===== config.mk =====
export PLATFORM = sky130hd
export DESIGN_NAME = iwr_ctrl
export DESIGN_NICKNAME = d
export VERILOG_FILES = /design/src/iwr_pkg.sv /design/src/iwr_sync.sv /design/src/iwr_ctrl.sv
export SDC_FILE = /design/constraint.sdc
export NUM_CORES = 1
export LEC_CHECK = 0
export ABC_AREA = 1
export BUFFER_PORTS_ARGS = -buffer_cell sky130_fd_sc_hd__buf_2
export CAP_MARGIN = 10
export CORE_MARGIN = 2
export CORE_UTILIZATION = 53
export DETAILED_ROUTE_END_ITERATION = 8
export HOLD_SLACK_MARGIN = 0.03
export PLACE_DENSITY_LB_ADDON = 0.12
export SYNTH_ARGS = -nofsm -noshare
export SYNTH_HDL_FRONTEND = slang
export SYNTH_SLANG_ARGS = --single-unit

===== constraint.sdc =====
create_clock -name pclk -period 2.6 [get_ports pclk]
set_input_delay 0.26 -clock pclk [delete_from_list [all_inputs] [get_ports pclk]]
set_output_delay 0.26 -clock pclk [all_outputs]
set_load 0.03 [all_outputs]

===== src/iwr_pkg.sv =====
// constants shared by the i2c wait and release control block
package iwr_pkg;

   // ------------------------------------------------------------------
   // register byte offsets
   // ------------------------------------------------------------------
   localparam logic [7:0] IWR_OFF_CTRL = 8'h00;
   localparam logic [7:0] IWR_OFF_STATUS = 8'h04;
   localparam logic [7:0] IWR_OFF_FLAG = 8'h08;
   localparam logic [7:0] IWR_OFF_IRQ_STAT = 8'h0c;
   localparam logic [7:0] IWR_OFF_IRQ_MASK = 8'h10;

   // ------------------------------------------------------------------
   // control register field positions
   // ------------------------------------------------------------------
   localparam int IWR_CTRL_EN = 7;
   localparam int IWR_CTRL_EXIT = 6;
   localparam int IWR_CTRL_WREL = 5;
   localparam int IWR_CTRL_SPIE = 4;
   localparam int IWR_CTRL_WTIM = 3;

   // ------------------------------------------------------------------
   // status / flag / interrupt field positions
   // ------------------------------------------------------------------
   localparam int IWR_ST_MASTER = 7;
   localparam int IWR_ST_EXT = 6;
   localparam int IWR_ST_MATCH = 5;
   localparam int IWR_ST_DIR = 4;
   localparam int IWR_ST_ACK = 3;
   localparam int IWR_ST_START = 2;
   localparam int IWR_ST_STOP = 1;
   localparam int IWR_ST_WAIT = 0;
   localparam int IWR_FL_BUSY = 0;
   localparam int IWR_FL_SFAIL = 1;
   localparam int IWR_FL_SCL = 2;
   localparam int IWR_FL_SDA = 3;
   localparam int IWR_IRQ_XFER = 0;
   localparam int IWR_IRQ_STOP = 1;

   // ------------------------------------------------------------------
   // reset values and clock counts
   // ------------------------------------------------------------------
   localparam logic [7:0] IWR_RST_BYTE = 8'h00;
   localparam logic [3:0] IWR_CNT_PRE = 4'hf;
   localparam logic [3:0] IWR_CNT_EIGHT = 4'h8;
   localparam logic [3:0] IWR_CNT_NINE = 4'h9;

   // link phase, one-hot
   typedef enum logic [3:0] {
      IWR_IDLE = 4'b0001,
      IWR_ADDR = 4'b0010,
      IWR_DATA = 4'b0100,
      IWR_STBY = 4'b1000
   } iwr_phase_t;

endpackage : iwr_pkg


===== src/iwr_sync.sv =====
// two flip-flop synchroniser for pin levels
`timescale 1ns/1ps
module iwr_sync
   import iwr_pkg::*;
#(
   parameter int WIDTH = 2
) (
   input wire logic pclk,
   input wire logic presetn,
   input wire logic [WIDTH-1:0] async_in,
   output logic [WIDTH-1:0] sync_out
);

   logic [WIDTH-1:0] meta_q;
   logic [WIDTH-1:0] sync_q;

   // refuse an empty synchroniser
   if (WIDTH < 1) begin : g_bad_width
      $error("iwr_sync needs at least one bit");
   end

   // first stage feeds only the second; idle bus level is high
   always_ff @(posedge pclk or negedge presetn) begin
      if (!presetn) begin
         meta_q <= '1;
         sync_q <= '1;
      end else begin
         meta_q <= async_in;
         sync_q <= meta_q;
      end
   end

   assign sync_out = sync_q;

endmodule : iwr_sync


===== src/iwr_ctrl.sv =====
// i2c wait, release and stop interrupt control with apb registers
//
// Behaviour
// - after exit, stay standby until stop, or match/extension after start
// - exit bit set by software only, self-clears, zero after reset
// - writing one to wait release ends the wait; bit self-clears
// - disabling clears status, start-fail, busy and line monitors
// - exit and wait release do nothing while the unit is disabled
// - enabling with clock high and data low detects a start at once
// - exit and wait release bits always read back as zero
// - stop condition raises transfer interrupt only when enabled
// - timing bit zero: interrupt and wait at eighth falling edge
// - timing bit one: interrupt and wait at ninth falling edge
// - addressed transfer interrupts at ninth falling edge, eighth with extension code
// - master waits at ninth falling edge of address transfer
// - matched slave waits at ninth falling edge after acknowledge
// - slave with extension code waits at eighth falling edge
// - stop interrupt enable and timing bits change only by writes
// - exit releases both lines and clears triggers and status bits except stop
// - disabled unit stops internal operation, status held in reset
`timescale 1ns/1ps
module iwr_ctrl
   import iwr_pkg::*;
#(
   parameter int ADDR_W = 8
) (
   input wire logic pclk,
   input wire logic presetn,
   input wire logic psel,
   input wire logic penable,
   input wire logic pwrite,
   input wire logic [ADDR_W-1:0] paddr,
   input wire logic [31:0] pwdata,
   output logic [31:0] prdata,
   output logic pready,
   output logic pslverr,
   input wire logic scl_i,
   input wire logic sda_i,
   output logic scl_o,
   output logic scl_oe_n,
   output logic sda_o,
   output logic sda_oe_n,
   input wire logic master_i,
   input wire logic master_scl_low_i,
   input wire logic sda_low_i,
   input wire logic addr_match_i,
   input wire logic ext_code_i,
   input wire logic dir_i,
   input wire logic ack_seen_i,
   input wire logic start_fail_i,
   output logic trig_clear,
   output logic transfer_irq
);

   if (ADDR_W < 5) begin : g_bad_addr
      $error("iwr_ctrl needs at least five address bits");
   end

   // ------------------------------------------------------------------
   // pin synchroniser
   // ------------------------------------------------------------------
   logic [1:0] pins_s;
   logic scl_s;
   logic sda_s;

   iwr_sync #(.WIDTH(2)) u_sync (
      .pclk(pclk),
      .presetn(presetn),
      .async_in({scl_i, sda_i}),
      .sync_out(pins_s)
   );
   assign scl_s = pins_s[1];
   assign sda_s = pins_s[0];

   // ------------------------------------------------------------------
   // state
   // ------------------------------------------------------------------
   logic en_q, spie_q, wtim_q;
   logic scl_d1_q, sda_d1_q, en_d1_q;
   logic exit_q, wrel_q;
   logic wait_q, busy_q, sfail_q, start_seen_q;
   logic mst_q, ext_q, match_q, dir_q, ack_q, std_q, spd_q;
   logic [1:0] irq_stat_q, irq_mask_q;
   logic [3:0] cnt_q, cnt_d;
   iwr_phase_t phase_q, phase_d;
   logic [31:0] prdata_q;
   logic scl_oe_n_q, sda_oe_n_q, trig_clear_q;

   // ------------------------------------------------------------------
   // apb decode
   // ------------------------------------------------------------------
   wire setup = psel && !penable;
   wire wr_acc = psel && penable && pwrite;
   wire [7:0] addr8 = 8'(paddr);
   wire hit_ctrl = addr8 == IWR_OFF_CTRL;
   wire hit_stat = addr8 == IWR_OFF_STATUS;
   wire hit_flag = addr8 == IWR_OFF_FLAG;
   wire hit_istat = addr8 == IWR_OFF_IRQ_STAT;
   wire hit_imask = addr8 == IWR_OFF_IRQ_MASK;
   wire hit_any = hit_ctrl | hit_stat | hit_flag | hit_istat | hit_imask;
   wire wr_ctrl = wr_acc && hit_ctrl;
   wire exit_req = wr_ctrl && en_q && pwdata[IWR_CTRL_EXIT];
   wire wrel_req = wr_ctrl && en_q && pwdata[IWR_CTRL_WREL];

   // ------------------------------------------------------------------
   // line events
   // ------------------------------------------------------------------
   wire scl_fall = en_q && scl_d1_q && !scl_s;
   wire stop_det = en_q && scl_s && scl_d1_q && !sda_d1_q && sda_s;
   wire en_start = en_q && !en_d1_q && scl_s && !sda_s;
   wire start_det = (en_q && scl_s && scl_d1_q && sda_d1_q && !sda_s)
      || en_start;

   // ------------------------------------------------------------------
   // wait point selection
   // ------------------------------------------------------------------
   wire in_addr = phase_q == IWR_ADDR;
   wire in_data = phase_q == IWR_DATA;
   wire ext_now = (ext_q || ext_code_i) && !master_i;
   wire match_now = match_q || addr_match_i;
   wire [3:0] data_pt = wtim_q ? IWR_CNT_NINE : IWR_CNT_EIGHT;
   wire [3:0] addr_pt = ext_now ? IWR_CNT_EIGHT : IWR_CNT_NINE;
   wire [3:0] wait_pt = in_addr ? addr_pt : data_pt;
   wire addressed = master_i || match_now || ext_now;
   wire wait_hit = scl_fall && cnt_d == wait_pt
      && (in_data || (in_addr && addressed));
   wire byte_end = scl_fall && cnt_d == IWR_CNT_NINE;
   wire irq_xfer = wait_hit;
   wire irq_stop = stop_det && spie_q;
   wire [1:0] irq_set = {irq_stop, irq_xfer};
   wire [1:0] irq_clr = (wr_acc && hit_istat) ? 2'(pwdata) : 2'h0;

   // ------------------------------------------------------------------
   // clock counter: falling edges since the start of the byte
   // ------------------------------------------------------------------
   always_comb begin
      cnt_d = cnt_q;
      if (start_det) begin
         cnt_d = IWR_CNT_PRE;
      end else if (scl_fall) begin
         if (cnt_q == IWR_CNT_PRE) begin
            cnt_d = 4'h0;
         end else if (cnt_q == IWR_CNT_NINE) begin
            cnt_d = 4'h1;
         end else begin
            cnt_d = cnt_q + 4'h1;
         end
      end
   end

   // ------------------------------------------------------------------
   // link phase machine
   // ------------------------------------------------------------------
   always_comb begin
      phase_d = phase_q;
      case (phase_q)
         IWR_IDLE: begin
            if (start_det) begin
               phase_d = IWR_ADDR;
            end
         end
         IWR_ADDR, IWR_DATA: begin
            if (stop_det) begin
               phase_d = IWR_IDLE;
            end else if (start_det) begin
               phase_d = IWR_ADDR;
            end else if (in_addr && byte_end) begin
               phase_d = addressed ? IWR_DATA : IWR_IDLE;
            end
         end
         IWR_STBY: begin
            // leave standby only on entry conditions
            if (stop_det) begin
               phase_d = IWR_IDLE;
            end else if (start_seen_q && (addr_match_i || ext_code_i)) begin
               phase_d = IWR_ADDR;
            end
         end
         default: phase_d = IWR_IDLE;
      endcase
      if (exit_req) begin
         phase_d = IWR_STBY;
      end
   end

   // phase, counter and start flag hold in reset while disabled
   always_ff @(posedge pclk or negedge presetn) begin
      if (!presetn) begin
         phase_q <= IWR_IDLE;
         cnt_q <= IWR_CNT_PRE;
         start_seen_q <= 1'b0;
      end else if (!en_q) begin
         phase_q <= IWR_IDLE;
         cnt_q <= IWR_CNT_PRE;
         start_seen_q <= 1'b0;
      end else begin
         phase_q <= phase_d;
         cnt_q <= cnt_d;
         start_seen_q <= exit_req ? 1'b0 : (start_seen_q | start_det);
      end
   end

   // line history for edge detection
   always_ff @(posedge pclk or negedge presetn) begin
      if (!presetn) begin
         scl_d1_q <= 1'b1;
         sda_d1_q <= 1'b1;
         en_d1_q <= 1'b0;
      end else begin
         scl_d1_q <= scl_s;
         sda_d1_q <= sda_s;
         en_d1_q <= en_q;
      end
   end

   // ------------------------------------------------------------------
   // control register
   // ------------------------------------------------------------------
   // stop enable and timing change only by writes
   always_ff @(posedge pclk or negedge presetn) begin
      if (!presetn) begin
         en_q <= 1'b0;
         spie_q <= 1'b0;
         wtim_q <= 1'b0;
      end else if (wr_ctrl) begin
         en_q <= pwdata[IWR_CTRL_EN];
         spie_q <= pwdata[IWR_CTRL_SPIE];
         wtim_q <= pwdata[IWR_CTRL_WTIM];
      end
   end

   always_ff @(posedge pclk or negedge presetn) begin
      if (!presetn) begin
         exit_q <= 1'b0;
         wrel_q <= 1'b0;
      end else begin
         exit_q <= exit_req;
         wrel_q <= wrel_req;
      end
   end

   // ------------------------------------------------------------------
   // wait state
   // ------------------------------------------------------------------
   // set at wait point, held until released
   always_ff @(posedge pclk or negedge presetn) begin
      if (!presetn) begin
         wait_q <= 1'b0;
      end else if (!en_q || exit_req) begin
         wait_q <= 1'b0;
      end else if (wait_hit) begin
         wait_q <= 1'b1;
      end else if (wrel_req) begin
         wait_q <= 1'b0;
      end
   end

   // ------------------------------------------------------------------
   // status and flags
   // ------------------------------------------------------------------
   // cleared on disable; all but stop cleared on exit
   always_ff @(posedge pclk or negedge presetn) begin
      if (!presetn) begin
         {mst_q, ext_q, match_q, dir_q, ack_q, std_q, spd_q} <= 7'h00;
      end else if (!en_q) begin
         {mst_q, ext_q, match_q, dir_q, ack_q, std_q, spd_q} <= 7'h00;
      end else if (exit_req) begin
         {mst_q, ext_q, match_q, dir_q, ack_q, std_q} <= 6'h00;
         spd_q <= spd_q | stop_det;
      end else begin
         mst_q <= master_i;
         ext_q <= start_det ? 1'b0 : (ext_q | ext_code_i);
         match_q <= start_det ? 1'b0 : (match_q | addr_match_i);
         dir_q <= dir_i;
         ack_q <= ack_seen_i;
         std_q <= start_det | (std_q & !stop_det & !byte_end);
         spd_q <= stop_det | (spd_q & !start_det);
      end
   end

   // busy and start-fail reset while disabled
   always_ff @(posedge pclk or negedge presetn) begin
      if (!presetn) begin
         busy_q <= 1'b0;
         sfail_q <= 1'b0;
      end else if (!en_q) begin
         busy_q <= 1'b0;
         sfail_q <= 1'b0;
      end else begin
         busy_q <= start_det | (busy_q & !stop_det);
         sfail_q <= start_fail_i | (sfail_q & !start_det);
      end
   end

   // ------------------------------------------------------------------
   // interrupt status and mask
   // ------------------------------------------------------------------
   // set wins over a write-one clear
   always_ff @(posedge pclk or negedge presetn) begin
      if (!presetn) begin
         irq_stat_q <= 2'h0;
         irq_mask_q <= 2'h0;
      end else begin
         irq_stat_q <= irq_set | (irq_stat_q & ~irq_clr);
         if (wr_acc && hit_imask) begin
            irq_mask_q <= 2'(pwdata);
         end
      end
   end

   assign transfer_irq = |(irq_stat_q & irq_mask_q);

   // ------------------------------------------------------------------
   // pin drivers
   // ------------------------------------------------------------------
   wire live = en_q && phase_d != IWR_STBY && !exit_req;
   wire scl_low_d = live && ((wait_q && !wrel_req) || wait_hit
      || master_scl_low_i);
   wire sda_low_d = live && sda_low_i;

   always_ff @(posedge pclk or negedge presetn) begin
      if (!presetn) begin
         scl_oe_n_q <= 1'b1;
         sda_oe_n_q <= 1'b1;
         trig_clear_q <= 1'b0;
      end else begin
         scl_oe_n_q <= !scl_low_d;
         sda_oe_n_q <= !sda_low_d;
         trig_clear_q <= exit_req || !en_q;
      end
   end

   assign scl_o = 1'b0;
   assign sda_o = 1'b0;
   assign scl_oe_n = scl_oe_n_q;
   assign sda_oe_n = sda_oe_n_q;
   assign trig_clear = trig_clear_q;

   // ------------------------------------------------------------------
   // read data
   // ------------------------------------------------------------------
   // command bits read as zero
   wire [31:0] rd_ctrl = {24'h0, en_q, 2'b00, spie_q, wtim_q, 3'b000};
   wire [31:0] rd_stat = {24'h0, mst_q, ext_q, match_q, dir_q, ack_q,
      std_q, spd_q, wait_q};
   wire [31:0] rd_flag = {28'h0, en_q & sda_s, en_q & scl_s, sfail_q,
      busy_q};
   wire [31:0] rd_mux = hit_ctrl ? rd_ctrl : hit_stat ? rd_stat :
      hit_flag ? rd_flag : hit_istat ? {30'h0, irq_stat_q} :
      hit_imask ? {30'h0, irq_mask_q} : 32'h0;

   always_ff @(posedge pclk or negedge presetn) begin
      if (!presetn) begin
         prdata_q <= 32'h0;
      end else if (setup) begin
         prdata_q <= rd_mux;
      end
   end

   assign prdata = prdata_q;
   assign pready = 1'b1;
   assign pslverr = psel && penable && !hit_any;
endmodule : iwr_ctrl


==> flow_summary_export.csv <==
group,metric,value,unit
power,total_power,1.72,mW
cells_and_area,layout.nets,431,
logic_synthesis,synth-async-reset-ratio,100,%
logic_synthesis,avgSynthCellArea,7.63,um2
cts,cts_hold_buf,0,
place,dp_slack,0.683,ns
setup_path,r2r_cells,13,
power,p_sw_share,34.2,%
cells_and_area,multi_input_area,0.00110,mm2
cts,clk_latency,0.30,ns
logic_synthesis,ys_warn_count,0,
setup_path,crit_type,"flip-flop to flip-flop",
routing,dr_total_vias,2110,
cts,cts.root.buffer_cell,"clkbuf_8",
sta,layout_setup_ws,0.669,ns
floorplanning,core_area,0.00463,mm2
logic_synthesis,synth-seq-cells,44,
sta,report.final.slew_viol_count,0,
power,internal_power,1.13,mW
cells_and_area,layout_commonest_cell,"nand2_1",
grt,antenna_found_initial,0,
sta,max_freq,0.518,GHz
routing,drt_pass1_iterations,4,
power,power_frac_comb,24.6,%
status,status,"complete, no violations",
min_path,hold_path.class,"primary input to flip-flop",
routing,wire_per_inst,12.2,um
floorplanning,die_area,0.00529,mm2
logic_synthesis,netlist_instances,328,
cells_and_area,mostFrequentLayoutCells,"82 x nand2_1, 42 x buf_2, 40 x nor2_1, 39 x inv_1, 31 x dfrtp_1",
cells_and_area,antennaDiodeCount,0,
setup_path,r2r_start,"u_sync.sync_out[1]",
sta,rsz0062_at_grt,"false",
setup_path,slowest_stage,"dfstp_2",
sta,finalClockSkew,0.00561,ns
cts,path_clk_slew,0.08,ns
floorplanning,rows,25,
cts,ctsResizeCount,0,
setup_path,slowest_delay,0.60,ns
place,gp_congestion,0.877,
power,power_frac_seq,49.7,%
setup_path,worst_setup_path_start_kind,"flip-flop",
min_path,min_path_cells,1,
setup_path,path_cells,"nand2_1 -> nor2_1 -> nand2_1 -> nand2_1 -> inv_1 -> nand2_1 -> nand3_1 -> nor2_1 -> nand3_1 -> nand3_1 -> nand2_1 -> nand2_1 -> nand2_1",
power,power.leakage,1.55,nW
sta,setup_viol,0,
cells_and_area,final_util,59.6,%
sta,hold_viol,0,
routing,drc_errors,0,
cells_and_area,area_growth,10.3,%
sta,slew_headroom,37.9,%
power,p_per_area,624,mW/mm2
place,place_inst,421,
place,dpl_cell_area,0.00267,mm2
setup_path,crit_buf_inv,1,
setup_path,critPathMostFrequentCell,"nand2_1",
routing,ant_nets,0,
setup_path,crit_family,"simple AND/OR/NAND/NOR gates",
cells_and_area,design_area,0.00276,mm2
floorplanning,die_w,72.7,um
floorplanning,ios,95,
power,p_sw,589,uW
floorplanning,fp.dieH,72.7,um
setup_path,ff2ff_setup_slack,0.67,ns
floorplanning,initial_core_util,54.1,%
cells_and_area,nFillCells,475,
setup_path,cp.arrival,2.16,ns
grt,grt_max_degree,45,
grt,grt-ovfl-total,0,
cts,cts.htree.levels,2,
cts,cts_buffers,5,
sta,fin_tns_setup,0,ns
setup_path,required,2.83,ns
sta,worst_pin_slew,0.931,ns
sta,holdWs,0.0563,ns
min_path,hold_start,"scl_i",
setup_path,crit_fanout,8,
min_path,min_to,"u_sync.meta_q[1]",
cells_and_area,seq_area,0.00112,mm2
logic_synthesis,seq_area_frac_synth,44.6,%
cts,clockBufferDepth,2,
cells_and_area,post_route_cells_drive_above_1_share,20.5,%
grt,track_usage,21.2,%
run,cap_violations,0,
setup_path,r2r_end,"phase_q[0]",
power,p_clk_share,25.7,%
power,vdd_drop_max,0.354,mV
cells_and_area,final_cells,429,
place,hpwl,4.13,mm
logic_synthesis,synth_area,0.00250,mm2
routing,viasPerCell,4.92,
sta,period_needed,1.93,ns
routing,wirelength,5.25,mm
sta,post-route-period-util,74.3,%
logic_synthesis,synth_edf_count,0,
grt,grt_pass1_vias,1830,
routing,drtIter0Drc,124,
setup_path,worstSetupEndpointType,"flip-flop",
grt,grt_pass1_wl,8.57,mm
cts,clock-sinks,44,
cts,cts_setup_buffers,0,
logic_synthesis,ys_types,32,
place,portBuffers,42,
logic_synthesis,synthFlopType,"dfrtp_1",
cts,cts_tree,"built",
layer usage:
metal	vias to the layer above	wire (um)	track usage, %
li1	1082	-	-
met5	-	0	0
met4	0	69	6.17
met1	961	2470	29.7
met3	8	249	4.83
met2	59	2460	33.1
state kept, by name (all words and copies together), names as in the netlist, 2 cells and up:
signal,count
cnt_q,4
u_sync.meta_q,2
irq_mask_q,2
u_sync.sync_out,2
phase_q,4
irq_stat_q,2
prdata,8
worst max-delay path by stage:
stage	cells past startpoint	to	slack, ns	start
5_1_grt	11	scl_oe_n	0.45	cnt_q[0]
4_1_cts	13	phase_q[0]	0.66	u_sync.sync_out[1]
3_5_place_dp	13	phase_q[0]	0.68	u_sync.sync_out[1]
2_1_floorplan	12	phase_q[1]	0.93	cnt_q[0]
3_3_place_gp	13	phase_q[0]	0.69	u_sync.sync_out[1]
6_report	13	phase_q[0]	0.67	u_sync.sync_out[1]
cells by family after synthesis:
family / after synthesis / share of synthesized area (%)
AOI/OAI and AO/OA: 41 / 9.15
adders and majority gates: 2 / 0.999
buffers and inverters: 72 / 15.3
DFF: 44 / 44.6
other: 2 / 0.300
and+or+nand+nor: 167 / 29.6
synthesized netlist by cell type, drive strengths merged (2+ instances only):
cell    count  area, um2
o21ai      23        119
nand3      28        153
conb        2       7.51
nand2      84        320
o211ai      2       15.0
nor2       42        173
dfstp      13        342
dfrtp      31        776
clkbuf      2       7.51
a21oi      10       50.1
nor3        3       25.0
inv        41        154
ha          2       25.0
nand4       6       43.8
buf        29        221
a211oi      3       22.5
power groups by stage:
stage                     logic (mW)  registers (mW)  clock network [mW]
after floorplan                0.351           0.857                   0
after global placement         0.419           0.864                   0
after detailed placement       0.426           0.870                   0
after CTS                      0.427           0.857               0.455
after global routing           0.493           0.868               0.483
final                          0.424           0.857               0.442
final cells by class:
| cell class | instances | share of cell area (%) |
|---|---|---|
| timing repair buffer | 45 | 8.43 |
| tap | 54 | 2.45 |
| inverter | 41 | 5.57 |
| multi-input combinational | 237 | 39.7 |
| sequential | 44 | 40.5 |
| clock inverter | 2 | 0.362 |
| clock buffer | 6 | 2.99 |
(Power assumes the default switching activity.)
